==> src/shared/gpa_map.svh <==
// gpa_map.svh: register map, reset values and bus codes of the io port
// assumes: included by bare name from the package and design files
`ifndef GPA_MAP_SVH
`define GPA_MAP_SVH

// register indices as printed, byte address is four times the index
`define GPA_IDX_OUTPUT_LATCH 16'h7FC8
`define GPA_IDX_PIN_INPUT 16'h7FC9
`define GPA_IDX_DIRECTION 16'h7FCA
`define GPA_IDX_FUNC_SEL_A 16'h7FCB
`define GPA_IDX_FUNC_SEL_B 16'h7FFA

`define GPA_ADDR_W 18
`define GPA_DATA_W 32
`define GPA_PORT_W 8

// reset values
`define GPA_RST_OUTPUT_LATCH 8'h00
`define GPA_RST_DIRECTION 8'h00
`define GPA_RST_FUNC_SEL_A 8'h00
`define GPA_RST_FUNC_SEL_B 8'h00

// pins that carry a peripheral: 0..3 serial, 4..6 i2c
`define GPA_PERIPH_MASK 8'h7F
`define GPA_SERIAL_MASK 8'h0F
`define GPA_I2C_MASK 8'h70

// response codes
`define GPA_RESP_OKAY 2'h0
`define GPA_RESP_SLVERR 2'h2

`endif

==> src/shared/gpa_pkg.sv <==
// gpa_pkg.sv: types of the io port
// assumes: gpa_map.svh on the include path
`include "gpa_map.svh"

package gpa_pkg;

  typedef logic [`GPA_PORT_W-1:0] gpa_port_t;
  typedef logic [`GPA_ADDR_W-1:0] gpa_addr_t;
  typedef logic [`GPA_DATA_W-1:0] gpa_data_t;

  typedef enum logic [1:0]
  {
    GPA_RD_IDLE = 2'h0,
    GPA_RD_RESP = 2'h1
  } gpa_rd_state_e;

  typedef enum logic [1:0]
  {
    GPA_WR_IDLE = 2'h0,
    GPA_WR_RESP = 2'h1
  } gpa_wr_state_e;

endpackage

==> src/gpa_port.sv <==
// gpa_port.sv: eight pin io port with pull-ups behind an axi4-lite slave
// assumes: pins asynchronous, peripheral outputs on ref_clk_i
// How it works
// - eight bidirectional pins, each with a software switched pull-up
// - each pin direction comes from the decode of its latch, dir and function select bits
// - output latch gives both drive level and pull-up enable
// - pin input read returns sampled pin levels, not the latch
// - pins set for inverted input read back complemented
// - pin input read works whatever the pin direction
// - function selects a and b pick the output mode with latch, dir
// - pins 0 to 3 can carry the synchronous serial channel
// - pins 4 to 6 can carry the slave i2c interface
// - function a clear: open, pull-up, drive, slow, low, inverted open
// - pin level always goes to the sharing peripheral inputs
`timescale 1ns/1ps
`default_nettype none
`include "gpa_map.svh"

module gpa_port
  import gpa_pkg::*;
(
  input wire logic ref_clk_i,
  input wire logic rst_i,
  // axi4-lite slave
  input wire logic s_axi_awvalid,
  output logic s_axi_awready,
  input wire gpa_pkg::gpa_addr_t s_axi_awaddr,
  input wire logic [2:0] s_axi_awprot,
  input wire logic s_axi_wvalid,
  output logic s_axi_wready,
  input wire gpa_pkg::gpa_data_t s_axi_wdata,
  input wire logic [3:0] s_axi_wstrb,
  output logic s_axi_bvalid,
  input wire logic s_axi_bready,
  output logic [1:0] s_axi_bresp,
  input wire logic s_axi_arvalid,
  output logic s_axi_arready,
  input wire gpa_pkg::gpa_addr_t s_axi_araddr,
  input wire logic [2:0] s_axi_arprot,
  output logic s_axi_rvalid,
  input wire logic s_axi_rready,
  output gpa_pkg::gpa_data_t s_axi_rdata,
  output logic [1:0] s_axi_rresp,
  // pins
  input wire gpa_pkg::gpa_port_t pin_i,
  output gpa_pkg::gpa_port_t pin_o,
  output gpa_pkg::gpa_port_t pin_oe_o,
  output gpa_pkg::gpa_port_t pullup_en_o,
  output gpa_pkg::gpa_port_t slow_change_o,
  // shared peripherals
  input wire logic [3:0] synchronous_serial_channel_out_i,
  output logic [3:0] synchronous_serial_channel_in_o,
  input wire logic [2:0] slave_i2c_interface_out_i,
  output logic [2:0] slave_i2c_interface_in_o
);

  gpa_port_t port_output_latch_q;
  gpa_port_t port_direction_q;
  gpa_port_t port_function_select_a_q;
  gpa_port_t port_function_select_b_q;
  gpa_port_t pin_sync;
  gpa_port_t invert_q;
  gpa_port_t periph_out;
  gpa_port_t drive_d;
  gpa_port_t level_d;
  gpa_port_t pullup_d;
  gpa_port_t slow_d;
  gpa_port_t invert_d;
  gpa_port_t pin_q;
  gpa_port_t pin_oe_q;
  gpa_port_t pullup_q;
  gpa_port_t slow_q;
  logic [3:0] serial_in_q;
  logic [2:0] i2c_in_q;

  // write channel state
  gpa_wr_state_e wr_state_q;
  logic aw_have_q;
  logic w_have_q;
  gpa_addr_t wr_addr_q;
  gpa_data_t wr_data_q;
  logic [3:0] wr_strb_q;
  logic awready_q;
  logic wready_q;
  logic bvalid_q;
  logic [1:0] bresp_q;
  logic aw_take;
  logic w_take;
  logic wr_go;
  logic b_done;
  logic aw_have_d;
  logic w_have_d;
  logic bvalid_d;

  // read channel state
  gpa_rd_state_e rd_state_q;
  logic arready_q;
  logic rvalid_q;
  gpa_data_t rdata_q;
  logic [1:0] rresp_q;
  logic ar_take;
  logic r_done;

  // byte address of a register index
  function automatic gpa_addr_t reg_addr(input logic [15:0] idx);
    return {idx, 2'b00};
  endfunction

  // mapped addresses: 0 none, 1 latch, 2 input, 3 dir, 4 fsa, 5 fsb
  function automatic logic [2:0] decode(input gpa_addr_t addr);
    logic [2:0] sel;
    sel = 3'h0;
    case ({addr[`GPA_ADDR_W-1:2], 2'b00})
      reg_addr(`GPA_IDX_OUTPUT_LATCH): sel = 3'h1;
      reg_addr(`GPA_IDX_PIN_INPUT): sel = 3'h2;
      reg_addr(`GPA_IDX_DIRECTION): sel = 3'h3;
      reg_addr(`GPA_IDX_FUNC_SEL_A): sel = 3'h4;
      reg_addr(`GPA_IDX_FUNC_SEL_B): sel = 3'h5;
      default: sel = 3'h0;
    endcase
    return sel;
  endfunction

  // pin input sampling
  gpa_pin_sync u_sync
  (
    .ref_clk_i(ref_clk_i),
    .rst_i(rst_i),
    .async_i(pin_i),
    .sync_o(pin_sync)
  );

  assign periph_out = {1'b0, slave_i2c_interface_out_i,
    synchronous_serial_channel_out_i};

  gpa_pin_ctrl u_ctrl
  (
    .latch_i(port_output_latch_q),
    .dir_i(port_direction_q),
    .fsa_i(port_function_select_a_q),
    .fsb_i(port_function_select_b_q),
    .periph_out_i(periph_out),
    .drive_o(drive_d),
    .level_o(level_d),
    .pullup_o(pullup_d),
    .slow_o(slow_d),
    .invert_o(invert_d)
  );

  // registered pin outputs
  always_ff @(posedge ref_clk_i)
  begin
    if (rst_i)
    begin
      pin_q <= 8'h00;
      pin_oe_q <= 8'h00;
      pullup_q <= 8'h00;
      slow_q <= 8'h00;
      invert_q <= 8'h00;
    end
    else
    begin
      pin_q <= level_d;
      pin_oe_q <= drive_d;
      pullup_q <= pullup_d;
      slow_q <= slow_d;
      invert_q <= invert_d;
    end
  end

  // peripheral inputs take the pin level in every mode
  always_ff @(posedge ref_clk_i)
  begin
    if (rst_i)
    begin
      serial_in_q <= 4'h0;
      i2c_in_q <= 3'h0;
    end
    else
    begin
      serial_in_q <= pin_sync[3:0];
      i2c_in_q <= pin_sync[6:4];
    end
  end

  // write channel
  assign aw_take = s_axi_awvalid & awready_q;
  assign w_take = s_axi_wvalid & wready_q;
  assign wr_go = aw_have_q & w_have_q & (wr_state_q == GPA_WR_IDLE);
  assign b_done = bvalid_q & s_axi_bready;
  assign aw_have_d = (aw_have_q | aw_take) & ~wr_go;
  assign w_have_d = (w_have_q | w_take) & ~wr_go;
  assign bvalid_d = (bvalid_q & ~s_axi_bready) | wr_go;

  always_ff @(posedge ref_clk_i)
  begin
    if (rst_i)
    begin
      aw_have_q <= 1'b0;
      w_have_q <= 1'b0;
      awready_q <= 1'b0;
      wready_q <= 1'b0;
      wr_addr_q <= '0;
      wr_data_q <= '0;
      wr_strb_q <= 4'h0;
    end
    else
    begin
      aw_have_q <= aw_have_d;
      w_have_q <= w_have_d;
      awready_q <= ~aw_have_d & ~bvalid_d;
      wready_q <= ~w_have_d & ~bvalid_d;
      if (aw_take)
      begin
        wr_addr_q <= s_axi_awaddr;
      end
      if (w_take)
      begin
        wr_data_q <= s_axi_wdata;
        wr_strb_q <= s_axi_wstrb;
      end
    end
  end

  always_ff @(posedge ref_clk_i)
  begin
    if (rst_i)
    begin
      wr_state_q <= GPA_WR_IDLE;
      bvalid_q <= 1'b0;
      bresp_q <= `GPA_RESP_OKAY;
    end
    else
    begin
      case (wr_state_q)
        GPA_WR_IDLE:
        begin
          if (wr_go)
          begin
            wr_state_q <= GPA_WR_RESP;
            bvalid_q <= 1'b1;
            bresp_q <= (decode(wr_addr_q) == 3'h0) ?
              `GPA_RESP_SLVERR : `GPA_RESP_OKAY;
          end
        end
        GPA_WR_RESP:
        begin
          if (b_done)
          begin
            wr_state_q <= GPA_WR_IDLE;
            bvalid_q <= 1'b0;
          end
        end
        default:
        begin
          wr_state_q <= GPA_WR_IDLE;
          bvalid_q <= 1'b0;
        end
      endcase
    end
  end

  // control registers, low byte lane only
  always_ff @(posedge ref_clk_i)
  begin
    if (rst_i)
    begin
      port_output_latch_q <= `GPA_RST_OUTPUT_LATCH;
      port_direction_q <= `GPA_RST_DIRECTION;
      port_function_select_a_q <= `GPA_RST_FUNC_SEL_A;
      port_function_select_b_q <= `GPA_RST_FUNC_SEL_B;
    end
    else if (wr_go && wr_strb_q[0])
    begin
      case (decode(wr_addr_q))
        3'h1: port_output_latch_q <= wr_data_q[7:0];
        3'h3: port_direction_q <= wr_data_q[7:0];
        3'h4: port_function_select_a_q <= wr_data_q[7:0];
        3'h5: port_function_select_b_q <= wr_data_q[7:0];
        default:
        begin
        end
      endcase
    end
  end

  // read channel
  assign ar_take = s_axi_arvalid & arready_q;
  assign r_done = rvalid_q & s_axi_rready;

  always_ff @(posedge ref_clk_i)
  begin
    if (rst_i)
    begin
      rd_state_q <= GPA_RD_IDLE;
      arready_q <= 1'b0;
      rvalid_q <= 1'b0;
      rdata_q <= '0;
      rresp_q <= `GPA_RESP_OKAY;
    end
    else
    begin
      case (rd_state_q)
        GPA_RD_IDLE:
        begin
          arready_q <= ~ar_take;
          if (ar_take)
          begin
            rd_state_q <= GPA_RD_RESP;
            rvalid_q <= 1'b1;
            rresp_q <= `GPA_RESP_OKAY;
            rdata_q <= '0;
            case (decode(s_axi_araddr))
              3'h1: rdata_q[7:0] <= port_output_latch_q;
              // pin levels in any direction
              3'h2: rdata_q[7:0] <= pin_sync ^ invert_q;
              3'h3: rdata_q[7:0] <= port_direction_q;
              3'h4: rdata_q[7:0] <= port_function_select_a_q;
              3'h5: rdata_q[7:0] <= port_function_select_b_q;
              default: rresp_q <= `GPA_RESP_SLVERR;
            endcase
          end
        end
        GPA_RD_RESP:
        begin
          if (r_done)
          begin
            rd_state_q <= GPA_RD_IDLE;
            rvalid_q <= 1'b0;
            arready_q <= 1'b1;
          end
        end
        default:
        begin
          rd_state_q <= GPA_RD_IDLE;
          rvalid_q <= 1'b0;
          arready_q <= 1'b0;
        end
      endcase
    end
  end

  assign s_axi_awready = awready_q;
  assign s_axi_wready = wready_q;
  assign s_axi_bvalid = bvalid_q;
  assign s_axi_bresp = bresp_q;
  assign s_axi_arready = arready_q;
  assign s_axi_rvalid = rvalid_q;
  assign s_axi_rdata = rdata_q;
  assign s_axi_rresp = rresp_q;
  assign pin_o = pin_q;
  assign pin_oe_o = pin_oe_q;
  assign pullup_en_o = pullup_q;
  assign slow_change_o = slow_q;
  assign synchronous_serial_channel_in_o = serial_in_q;
  assign slave_i2c_interface_in_o = i2c_in_q;

endmodule

`default_nettype wire

==> src/gpa_pin_sync.sv <==
// gpa_pin_sync.sv: two flip-flop synchroniser for the port pins
// assumes: pins are asynchronous to ref_clk_i
`timescale 1ns/1ps
`default_nettype none

module gpa_pin_sync
  import gpa_pkg::*;
(
  input wire logic ref_clk_i,
  input wire logic rst_i,
  input wire gpa_pkg::gpa_port_t async_i,
  output gpa_pkg::gpa_port_t sync_o
);

  gpa_port_t meta_q;
  gpa_port_t sync_q;

  // first stage feeds only the second
  always_ff @(posedge ref_clk_i)
  begin
    if (rst_i)
    begin
      meta_q <= 8'h00;
      sync_q <= 8'h00;
    end
    else
    begin
      meta_q <= async_i;
      sync_q <= meta_q;
    end
  end

  assign sync_o = sync_q;

endmodule

`default_nettype wire

==> src/gpa_pin_ctrl.sv <==
// gpa_pin_ctrl.sv: per-pin output mode decode from the four control bits
// assumes: purely combinational, outputs registered by the caller
`timescale 1ns/1ps
`default_nettype none
`include "gpa_map.svh"

module gpa_pin_ctrl
  import gpa_pkg::*;
(
  input wire gpa_pkg::gpa_port_t latch_i,
  input wire gpa_pkg::gpa_port_t dir_i,
  input wire gpa_pkg::gpa_port_t fsa_i,
  input wire gpa_pkg::gpa_port_t fsb_i,
  input wire gpa_pkg::gpa_port_t periph_out_i,
  output gpa_pkg::gpa_port_t drive_o,
  output gpa_pkg::gpa_port_t level_o,
  output gpa_pkg::gpa_port_t pullup_o,
  output gpa_pkg::gpa_port_t slow_o,
  output gpa_pkg::gpa_port_t invert_o
);

  localparam gpa_port_t PERIPH_PINS = `GPA_PERIPH_MASK;

  // one pin: {drive, level, pullup, slow, invert}
  function automatic logic [4:0] pin_mode(input logic a, input logic b,
    input logic l, input logic d, input logic p);
    logic [4:0] m;
    m = 5'h00;
    case ({a, b, l, d})
      4'b0000: m = 5'b00000;
      4'b0010: m = 5'b00100; // pull-up from latch
      4'b0001: m = 5'b10000;
      4'b0011: m = 5'b11000; // drive latch value
      4'b0100: m = 5'b10010;
      4'b0110: m = 5'b11010; // slow change
      4'b0101: m = 5'b10000;
      4'b0111: m = 5'b00001; // open, inverted read
      4'b1000: m = 5'b10000;
      4'b1010: m = {1'b1, ~p, 3'b001}; // inverted peripheral
      4'b1001: m = {1'b1, p, 3'b000};
      4'b1011: m = 5'b11000;
      4'b1100: m = 5'b10010;
      4'b1110: m = {1'b1, p, 3'b010};
      4'b1101: m = {~p, 4'b0000}; // open drain peripheral
      4'b1111: m = 5'b00000;
      default: m = 5'b00000;
    endcase
    return m;
  endfunction

  always_comb
  begin
    logic [4:0] m;
    m = 5'h00;
    drive_o = 8'h00;
    level_o = 8'h00;
    pullup_o = 8'h00;
    slow_o = 8'h00;
    invert_o = 8'h00;
    for (int i = 0; i < `GPA_PORT_W; i++)
    begin
      // function a only where a peripheral shares the pin
      m = pin_mode(fsa_i[i] & PERIPH_PINS[i], fsb_i[i], latch_i[i],
        dir_i[i], periph_out_i[i]);
      drive_o[i] = m[4];
      level_o[i] = m[3];
      pullup_o[i] = m[2];
      slow_o[i] = m[1];
      invert_o[i] = m[0];
    end
  end

endmodule

`default_nettype wire

==> config.mk <==
export PLATFORM = sky130hd
export DESIGN_NAME = gpa_port
export DESIGN_NICKNAME = d
export VERILOG_FILES = /design/src/shared/gpa_pkg.sv /design/src/gpa_port.sv /design/src/gpa_pin_sync.sv /design/src/gpa_pin_ctrl.sv
export VERILOG_INCLUDE_DIRS = /design/src /design/src/shared
export SDC_FILE = /design/constraint.sdc
export NUM_CORES = 1
export LEC_CHECK = 0
export ABC_AREA = 1
export BUFFER_PORTS_ARGS = -buffer_cell sky130_fd_sc_hd__buf_4
export CAP_MARGIN = 30
export CORE_MARGIN = 4
export CORE_UTILIZATION = 46
export CTS_CLUSTER_DIAMETER = 30
export DETAILED_ROUTE_END_ITERATION = 10
export GPL_ROUTABILITY_DRIVEN = 0
export HOLD_SLACK_MARGIN = 0.12
export PLACE_DENSITY = 0.85
export SYNTH_ARGS = -nofsm -noshare
export SYNTH_HDL_FRONTEND = slang
export SYNTH_SLANG_ARGS = --single-unit
==> constraint.sdc <==
create_clock -name ref_clk_i -period 1.4 [get_ports ref_clk_i]
set_input_delay 0.14 -clock ref_clk_i [delete_from_list [all_inputs] [get_ports ref_clk_i]]
set_output_delay 0.14 -clock ref_clk_i [all_outputs]
set_load 0.1 [all_outputs]
==> results of run 1 <==
-- power by group through the flow --
stage	clock (µW)	sequential (µW)	combinational (µW)
finish	4760	4110	1080
global route	4980	4110	1140
CTS	4790	4090	1050
detailed placement	0	4170	943
global placement	0	4160	931
floorplan	0	4290	604
-- through the flow --
stage	cell area, µm²	TNS, ps	std cells	util (%)	hold slack (ps)
4_1_cts	8434	-549.0	1186	66.84	133.7
3_3_place_gp	7232	-127.2	1106	57.31	342.3
6_report	8652	-234.7	1190	68.56	153.9
2_1_floorplan	6045	0	828	-	247.0
3_5_place_dp	7232	-628.9	1106	57.31	347.5
5_1_grt	8652	-2068	1190	68.56	172.0
-- registers in the layout (all words and copies together), names as in the netlist, 3 cells and up --
signal / flops
wr_addr_q: 16
invert_q: 8
pin_o: 8
pin_oe_o: 8
port_direction_q: 8
port_function_select_a_q: 8
port_function_select_b_q: 8
port_output_latch_q: 8
pullup_en_o: 8
s_axi_rdata: 8
slow_change_o: 8
u_sync.meta_q: 8
u_sync.sync_o: 8
wr_data_q: 8
synchronous_serial_channel_in_o: 4
slave_i2c_interface_in_o: 3
-- cells in the mapped netlist, types with 2 or more instances --
| master | count |
|---|---|
| a2111oi_0 | 2 |
| a211oi_1 | 8 |
| a21oi_1 | 47 |
| a21oi_2 | 8 |
| a31oi_1 | 3 |
| a41oi_1 | 5 |
| buf_2 | 4 |
| buf_4 | 26 |
| clkbuf_1 | 21 |
| clkinv_1 | 2 |
| clkinv_2 | 3 |
| dfxtp_1 | 137 |
| inv_1 | 71 |
| inv_2 | 6 |
| nand2_1 | 176 |
| nand3_1 | 46 |
| nand3_4 | 2 |
| nand4_1 | 9 |
| nand4_2 | 3 |
| nor2_1 | 128 |
| nor2_2 | 5 |
| nor2_4 | 4 |
| nor3_1 | 15 |
| nor3_4 | 2 |
| nor4_1 | 5 |
| o211ai_1 | 2 |
| o21ai_0 | 34 |
| o22ai_1 | 5 |
| o31ai_1 | 2 |
| or2_2 | 5 |
| xor2_1 | 8 |
-- worst max-delay path by stage --
| stage | from | end | cells after the start |
|---|---|---|---|
| after floorplan | s_axi_bvalid$_SDFFE_PP0P_ | port_function_select_b_q[7]$_SDFFE_PP0P_ | 7 |
| after global placement | wr_addr_q[16]$_SDFFE_PP0P_ | port_function_select_b_q[2]$_SDFFE_PP0P_ | 9 |
| after detailed placement | wr_addr_q[5]$_SDFFE_PP0P_ | port_function_select_b_q[2]$_SDFFE_PP0P_ | 8 |
| after CTS | wr_addr_q[8]$_SDFFE_PP0P_ | port_output_latch_q[0]$_SDFFE_PP0P_ | 7 |
| after global routing | wr_addr_q[16]$_SDFFE_PP0P_ | port_output_latch_q[1]$_SDFFE_PP0P_ | 9 |
| final | wr_addr_q[5]$_SDFFE_PP0P_ | port_function_select_b_q[3]$_SDFFE_PP0P_ | 8 |
-- cell type report --
class | instances | area, µm²
tap | 172 | 215.2
multi-input combinational | 558 | 2929
fill | 946 | 3968
clock buffer | 21 | 460.4
inverter | 82 | 324.1
timing repair buffer | 209 | 1790
clock inverter | 11 | 168.9
sequential | 137 | 2764
-- metal layers --
layer	part of all wire [%]	wire length (µm)
met2	51	8327
met5	0	0
met1	40	6465
met3	6.2	1016
met4	3.4	549
-- timing repair --
item / 4_1_cts / 5_1_grt
endpoints found under the setup margin: 30 / 33
pin swaps: 21 / 22
gates cloned: 0 / 0
hold buffers: 43 / 0
resized for setup: 30 / 54
endpoints found under the hold margin: 59 / 0
buffers inserted: 5 / 4
-- placed cells by master, fill, tap and decap left out, types with 6 or more instances in the layout --
cell / count
a211oi_1: 8
a21oi_1: 30
a21oi_2: 25
buf_12: 7
buf_4: 152
buf_6: 7
clkbuf_16: 17
conb_1: 26
dfxtp_1: 126
dfxtp_2: 8
dlygate4sd3_1: 43
inv_1: 71
inv_2: 6
nand2_1: 144
nand2_2: 22
nand2_4: 11
nand3_1: 45
nand4_1: 9
nor2_1: 127
nor3_1: 15
o21ai_0: 34
xor2_1: 8
-- logic make-up after synthesis --
| group | after synthesis | share of synthesized area (%) |
|---|---|---|
| other | 1 | 0.06316 |
| DFF | 137 | 46.20 |
| AOI/OAI and AO/OA | 116 | 11.40 |
| buffers and inverters | 133 | 10.20 |
| xor gates and xnor gates | 8 | 1.180 |
| and+or+nand+nor | 408 | 30.96 |
-- critical path, delay by kind of cell (launching register included) --
family	cells	cell delay, ps
AOI/OAI and AO/OA	1	50
DFF	1	320
and+or+nand+nor	5	740
buffers and inverters	2	220
==> impl_metrics.yaml, run 1 <==
grt:
  grt_overflow: 0
  grt_first_pass_wirelength_mm: 25.29
  grt_use_met2_pct: 38.34
  grt_antenna_before_repair: 0
  busiest_layer: "met2"
  first_global_vias: 5585
  grt_use_total_pct: 21.61
  met1_usage_pct: 23.61
  grt.met3_usage_pct: 5.850
  grt_start_max_net_pins: 45
cts:
  cts_tree: "yes"
  cts.htree.levels: 4
  cts_bufs_inserted: 17
  clkTransAtPathRegs_ps: 60
  cts.path.max_buffers: 2
  clk_latency_ps: 430
  clock_sink_count: 137
  root_buffer: "clkbuf_16"
power_and_ir_drop:
  clkPwrFrac_pct: 47.9
  seq_power_share_pct: 41.3
  power_switching_uw: 2532
  switching_share_pct: 25.47
  power_report.internal_total_uw: 7408
  leakagePower_uw: 0.003863
  report.power.total_uw: 9940
  power.share.combinational_pct: 10.8
  max-vdd-ir-drop_mv: 0.9791
  power_dens_cells_nw_per_um2: 1149
finish:
  num_antenna_cells: 0
  proportion_of_layout_cells_with_a_drive_suffix_above_1_pct: 29.57
  area_growth_syn_to_layout_pct: 45.73
  final_net_count: 1105
sta:
  hold_viol: 0
  final.min_clock_period_ps: 1447
  period_share_pct: 103.4
  timing_max_transition_violations_final: 0
  grt_setup_unrepaired: "yes"
  timing.final.setup_violations: 10
  max_freq_ghz: 0.6910
  finalClockSkew_ps: 7.597
  setup_ws_ps: -47.11
worst_hold_path:
  worst_hold_startpoint: "s_axi_wvalid"
  min-delay-path-class: "input port to flop"
  whs_path_depth: 4
  capture_endpoint_of_the_worst_hold_path: "s_axi_wready$_SDFF_PP0_"
critical_path:
  crit_type: "flop to flop"
  reg2reg_setup_slack_ps: -50
  list_of_cells_traversed_by_the_critical_path: "inv_2 -> nor2_4 -> nand3_4 -> nor3_4 -> nand3_4 -> buf_6 -> nand2_1 -> a21oi_2"
  slowest_cell_on_the_critical_path: "dfxtp_2"
  worst_r2r_path_depth: 8
  worst_r2r_endpoint: "port_function_select_b_q[3]$_SDFFE_PP0P_"
  path_common_cell: "nand3_4"
  regToRegStartpoint: "wr_addr_q[5]$_SDFFE_PP0P_"
  setup.worst_path.start_class: "flop"
  cp.required_ps: 1710
  kind_of_capture_point_of_the_worst_setup_path: "flop"
  critPathMaxStageDelay_ps: 320
  arrival_ps: 1760
  timing.critical_path.fanout_max: 4
drt:
  detailed_router_s_first_iteration_violation_count: 381
  drt.antenna.violating_nets: 0
  route.detailed.drc: 0
  wl_per_cell_um: 13.75
  drt-total-wl_mm: 16.36
  post_drt_via_cell_ratio: 4.982
  detail_route.first_pass.iterations: 5
  via_count: 5929
floorplan:
  die_w_um: 121.6
  io_pins: 180
  fp.dieArea_um2: 14790
  coreArea_um2: 12620
  initial_core_util_pct: 47.05
  die_y_um: 121.6
  rows: 41
yosys:
  netlist.area_leader.share_pct: 46.20
  yosysWarningCount: 0
  netlist_area_um2: 5937
  ffs_w_async_s_r_synth_pct: 0
  synth_sequential_area_ratio_pct: 46.20
  synth_largest_area_cell: "dfxtp_1"
  yosys-top-cells-area: "dfxtp_1, nand2_1, nor2_1, inv_1, a21oi_1"
  postSynthAreaPerCell_um2: 7.393
  yosys_most_used_dff: "dfxtp_1"
  ys_seq_elements: 137
  synthesis.instances: 803
  netlist-cell-type-count: 40
  number_of_flops_mapped_to_enable_cells_by_yosys: 0
placed_design:
  port_buffers: 116
  dp_slack_ps: -61.83
  post-dp-hpwl_mm: 10.52
run_status:
  status: "finished, violations left"
  failed_checks: "setup timing"
job:
  drv.max_cap_violation_count: 0
No activity file was read; power rests on OpenSTA's default activity.
==> run 2, diff against run 1 <==
--- a/config.mk
+++ b/config.mk
@@ -9,6 +9,7 @@
 export ABC_AREA = 1
 export BUFFER_PORTS_ARGS = -buffer_cell sky130_fd_sc_hd__buf_4
 export CAP_MARGIN = 30
+export CORE_ASPECT_RATIO = 0.8
 export CORE_MARGIN = 4
 export CORE_UTILIZATION = 46
 export CTS_CLUSTER_DIAMETER = 30
==> impl_metrics.yaml, run 2 (synthesis results as in run 1) <==
run_status:
  status: "finished, violations left"
  failed_checks: "setup timing"
critical_path:
  timing.critical_path.fanout_max: 4
  critPathMaxStageDelay_ps: 340
  kind_of_capture_point_of_the_worst_setup_path: "flop"
  path_common_cell: "nand3_4"
  cp.required_ps: 1690
  crit_type: "flop to flop"
  slowest_cell_on_the_critical_path: "dfxtp_2"
  list_of_cells_traversed_by_the_critical_path: "inv_4 -> nor2_4 -> nand3_4 -> nor3_4 -> nand3_4 -> buf_6 -> nand2_2 -> a21oi_1"
  setup.worst_path.start_class: "flop"
  arrival_ps: 1820
floorplan:
  die_y_um: 109.6
  rows: 36
  fp.dieArea_um2: 14800
  coreArea_um2: 12390
  die_w_um: 135.0
  initial_core_util_pct: 47.93
  io_pins: 180
sta:
  max_freq_ghz: 0.6553
  final.min_clock_period_ps: 1526
  timing_max_transition_violations_final: 0
  fin_worst_hold_slack_ps: 181.7
  finalClockSkew_ps: 8.363
  hold_viol: 0
  timing.final.setup_violations: 33
  period_share_pct: 109.0
  grt_setup_unrepaired: "yes"
  final.setup.tns_ps: -2344
  setup_ws_ps: -126.1
grt:
  grt_first_pass_wirelength_mm: 26.88
  grt_overflow: 0
  grt_start_max_net_pins: 35
  grt_antenna_before_repair: 1
  grt_use_total_pct: 22.85
  first_global_vias: 5714
drt:
  top_layer: "met4"
  detailed_router_s_first_iteration_violation_count: 615
  met3_wirelength_mm: 1.573
  wl_met2_mm: 8.815
  via_count: 6179
  drt.antenna.violating_nets: 0
  drt-total-wl_mm: 18.35
  m1WireLength_mm: 7.102
  wl_per_cell_um: 15.40
  detail_route.first_pass.iterations: 6
  route.detailed.drc: 0
  post_drt_via_cell_ratio: 5.188
finish:
  layout.core_utilization_pct: 70.22
  largest_register_ffs: 16
  final_net_count: 1106
  stdcell_area_um2: 8698
  area_growth_syn_to_layout_pct: 46.51
  layout_common_cells: "nand2_1, buf_4, nor2_1, dfxtp_1, inv_1"
  layoutNonFillerInstCount: 1191
  proportion_of_layout_cells_with_a_drive_suffix_above_1_pct: 28.95
  registers.top_by_ff_count: "wr_addr_q"
  layout_commonest_cell: "nand2_1"
cts:
  clkTransAtPathRegs_ps: 60
  cts_tree: "yes"
  clock_sink_count: 137
  clk_latency_ps: 420
  cts.htree.levels: 4
  root_buffer: "clkbuf_16"
  cts.path.max_buffers: 2
  cts_bufs_inserted: 17
worst_hold_path:
  min-delay-path-class: "input port to flop"
job:
  drv.max_cap_violation_count: 0
placed_design:
  numPlacedInstances: 1107
  dpl-instance-area_um2: 7246
  port_buffers: 116
  post-dp-hpwl_mm: 10.61
power_and_ir_drop:
  max-vdd-ir-drop_mv: 0.8973
  leakagePower_uw: 0.003873
  power_dens_cells_nw_per_um2: 1175
-- run 2: changes by cell type in the layout (fill, tap and decap cells not counted), moves of 2 or more --
| cell | before | now |
|---|---|---|
| buf_6 | 7 | 9 |
| buf_4 | 152 | 150 |
| clkinv_4 | 2 | 0 |
| nand2_2 | 22 | 14 |
| inv_4 | 0 | 2 |
| inv_2 | 6 | 4 |
| clkinvlp_4 | 1 | 5 |
| nand2_1 | 144 | 152 |
| dfxtp_1 | 126 | 124 |
| clkinv_2 | 4 | 2 |
| dfxtp_2 | 8 | 10 |
-- run 2: stage by stage --
step                      setup slack, ps  total power (µW)
after floorplan                     14.71              4889
after global placement             -19.78              5086
after detailed placement           -86.79              5106
after CTS                          -74.68             10150
after global routing               -177.1             10520
final                              -126.1             10220
-- run 2: what timing repair did --
item,in CTS,in global routing
endpoints found under the setup margin,32,34
pin swaps,6,20
resized for setup,14,72
hold buffers,44,0
hold endpoints to repair,54,0
setup buffers,4,3
-- run 2: worst max-delay path, delay by kind of cell (launching register included) --
kind	cells	cell delay [ps]
flip-flops	1	340
buffers and inverters	2	230
AO/OA/AOI/OAI	1	60
AND/OR/NAND/NOR	5	760
-- run 2: routing by layer --
layer,global-route usage [%],vias up
met3,5.718,87
met4,12.37,0
met2,37.58,340
met1,27.80,2802
met5,0,-
li1,-,2950
-- run 2: final timing paths --
kind	to	depth (start not counted)	slack, ps	from
setup reg to reg	port_function_select_b_q[6]$_SDFFE_PP0P_	8	-130	wr_addr_q[5]$_SDFFE_PP0P_
setup / recovery	port_function_select_b_q[6]$_SDFFE_PP0P_	8	-130	wr_addr_q[5]$_SDFFE_PP0P_
hold reg to reg	u_sync.sync_o[5]$_SDFF_PP0_	2	400	u_sync.meta_q[5]$_SDFF_PP0_
hold / removal	wr_addr_q[17]$_SDFFE_PP0P_	4	180	s_axi_awvalid
-- run 2: cell type report --
class	count	area (µm²)
multi-input combinational	558	2910
clock buffer	21	470.5
tap	171	214.0
timing repair buffer	210	1808
fill	871	3689
antenna	1	2.502
sequential	137	2766
inverter	82	334.1
clock inverter	11	192.7
-- run 2: where the power goes --
part	leakage, µW	switching, µW	internal (µW)
Sequential	0.00112	110	4010
Combinational	0.00245	773	336
Clock	0.000308	1700	3300
==> run 3, diff against run 2 <==
--- a/config.mk
+++ b/config.mk
@@ -13,10 +13,12 @@
 export CORE_MARGIN = 4
 export CORE_UTILIZATION = 46
 export CTS_CLUSTER_DIAMETER = 30
+export CTS_CLUSTER_SIZE = 8
 export DETAILED_ROUTE_END_ITERATION = 10
 export GPL_ROUTABILITY_DRIVEN = 0
 export HOLD_SLACK_MARGIN = 0.12
 export PLACE_DENSITY = 0.85
+export SKIP_LAST_GASP = 1
 export SYNTH_ARGS = -nofsm -noshare
 export SYNTH_HDL_FRONTEND = slang
 export SYNTH_SLANG_ARGS = --single-unit
==> impl_metrics.yaml, run 3 (synthesis results as in run 1) <==
placed_design:
  post-dp-hpwl_mm: 10.61
  port_buffers: 116
sta:
  timing.final.setup_violations: 29
  worstMarginPinSlew_ps: 514.7
  timing_max_transition_violations_final: 0
  period_share_pct: 108.0
  final.min_clock_period_ps: 1511
  fin_worst_hold_slack_ps: 175.0
  finalClockSkew_ps: 9.188
  maxSlewHeadroom_pct: 65.65
  hold_viol: 0
  setup_ws_ps: -111.4
  grt_setup_unrepaired: "yes"
  final.setup.tns_ps: -1143
  max_freq_ghz: 0.6617
drt:
  via_count: 6213
  route.detailed.drc: 0
  wl_per_cell_um: 15.15
  detailed_router_s_first_iteration_violation_count: 669
  drt.antenna.violating_nets: 0
  drt-total-wl_mm: 18.02
  detail_route.first_pass.iterations: 9
  post_drt_via_cell_ratio: 5.221
critical_path:
  kind_of_capture_point_of_the_worst_setup_path: "flop"
  crit_type: "flop to flop"
  list_of_cells_traversed_by_the_critical_path: "nand4_4 -> nor2_8 -> nand4_2 -> nor2_4 -> buf_4 -> nand2_1 -> a21oi_1"
  critPathMaxStageDelay_ps: 420
  cp.required_ps: 1740
  cp_top_family: "simple AND/OR/NAND/NOR gates"
  cp.buffers_inverters: 1
  setup.worst_path.start_class: "flop"
  arrival_ps: 1850
  slowest_cell_on_the_critical_path: "dfxtp_1"
  timing.critical_path.fanout_max: 4
finish:
  area_growth_syn_to_layout_pct: 46.01
  final_net_count: 1105
  largest_register_ffs: 16
  registers.top_by_ff_count: "wr_addr_q"
  layout_commonest_cell: "nand2_1"
  layout.core_utilization_pct: 69.98
  proportion_of_layout_cells_with_a_drive_suffix_above_1_pct: 28.49
  layout_common_cells: "nand2_1, buf_4, nor2_1, dfxtp_1, inv_1"
job:
  drv.max_cap_violation_count: 0
floorplan:
  die_y_um: 109.6
  initial_core_util_pct: 47.93
  rows: 36
  die_w_um: 135.0
  coreArea_um2: 12390
  io_pins: 180
  fp.dieArea_um2: 14800
grt:
  grt_first_pass_wirelength_mm: 26.72
  first_global_vias: 5656
  grt_antenna_before_repair: 0
  grt_use_total_pct: 22.65
  grt_overflow: 0
  grt_start_max_net_pins: 35
cts:
  clk_latency_ps: 420
  cts_bufs_inserted: 17
  cts.path.max_buffers: 2
  clock_sink_count: 137
  clkTransAtPathRegs_ps: 60
  cts.htree.levels: 4
  cts_tree: "yes"
  root_buffer: "clkbuf_16"
power_and_ir_drop:
  power_dens_cells_nw_per_um2: 1178
  leakagePower_uw: 0.003846
  max-vdd-ir-drop_mv: 0.8999
  report.power.total_uw: 10210
worst_hold_path:
  min-delay-path-class: "input port to flop"
run_status:
  failed_checks: "setup timing"
  status: "finished, violations left"
## run 3: cell types whose count changed in the layout (fill, tap and decap cells not counted), moves of 2 or more
cell     before  now
buf_6         9    6
dfxtp_2      10    8
dfxtp_1     124  126
nand2_1     152  154
nand2_2      14   12
## run 3: layer usage
metal | GRT usage, % | share of wire (%) | vias up
li1 | - | - | 2949
met1 | 27.80 | 40 | 2818
met2 | 37.29 | 48 | 356
met3 | 5.718 | 8.5 | 90
met4 | 11.51 | 4.1 | 0
met5 | 0 | 0 | -
## run 3: cell type report
type / instances / area, µm²
repair buffers: 209 / 1797
clock buffers: 21 / 470.5
clock inverters: 11 / 192.7
multi-input cells: 558 / 2904
diodes: 1 / 2.502
well taps: 171 / 214.0
fillers: 884 / 3719
inverters: 82 / 324.1
flip-flops and latches: 137 / 2764
## run 3: worst paths after layout
| path | slack [ps] | cells past startpoint | from | end |
|---|---|---|---|---|
| max | -110 | 7 | wr_addr_q[12]$_SDFFE_PP0P_ | port_function_select_a_q[7]$_SDFFE_PP0P_ |
| min | 180 | 3 | rst_i | port_function_select_b_q[2]$_SDFFE_PP0P_ |
| max reg2reg | -110 | 7 | wr_addr_q[12]$_SDFFE_PP0P_ | port_function_select_a_q[7]$_SDFFE_PP0P_ |
| min reg2reg | 400 | 2 | u_sync.meta_q[5]$_SDFF_PP0_ | u_sync.sync_o[5]$_SDFF_PP0_ |
## run 3: through the flow
| stage | setup WS [ps] | instance area [µm²] | std cells |
|---|---|---|---|
| final | -111.4 | 8668 | 1190 |
| after global routing | -173.6 | 8666 | 1189 |
| after CTS | -74.68 | 8432 | 1187 |
| after detailed placement | -86.79 | 7246 | 1107 |
| after global placement | -19.78 | 7246 | 1107 |
| after floorplan | 14.71 | 6045 | 828 |
## run 3: timing repair
item                       in CTS  in global routing
gates resized for setup        13                 64
setup endpoints to repair      32                 34
hold buffers                   44                  0
hold endpoints to repair       54                  0
pin swaps                       5                 19
setup buffers                   4                  2
## run 3: report_power, final
part | total (µW) | internal, µW | switching, µW
Sequential | 4110 | 4000 | 102
Clock | 4990 | 3300 | 1690
Combinational | 1110 | 335 | 774
## run 3: worst reg2reg max path: cells and delay by family, from the launching register on
family | cells | cell delay (ps)
buffers and inverters | 1 | 140
AOI/OAI and AO/OA | 1 | 200
DFF | 1 | 420
and+or+nand+nor | 5 | 660
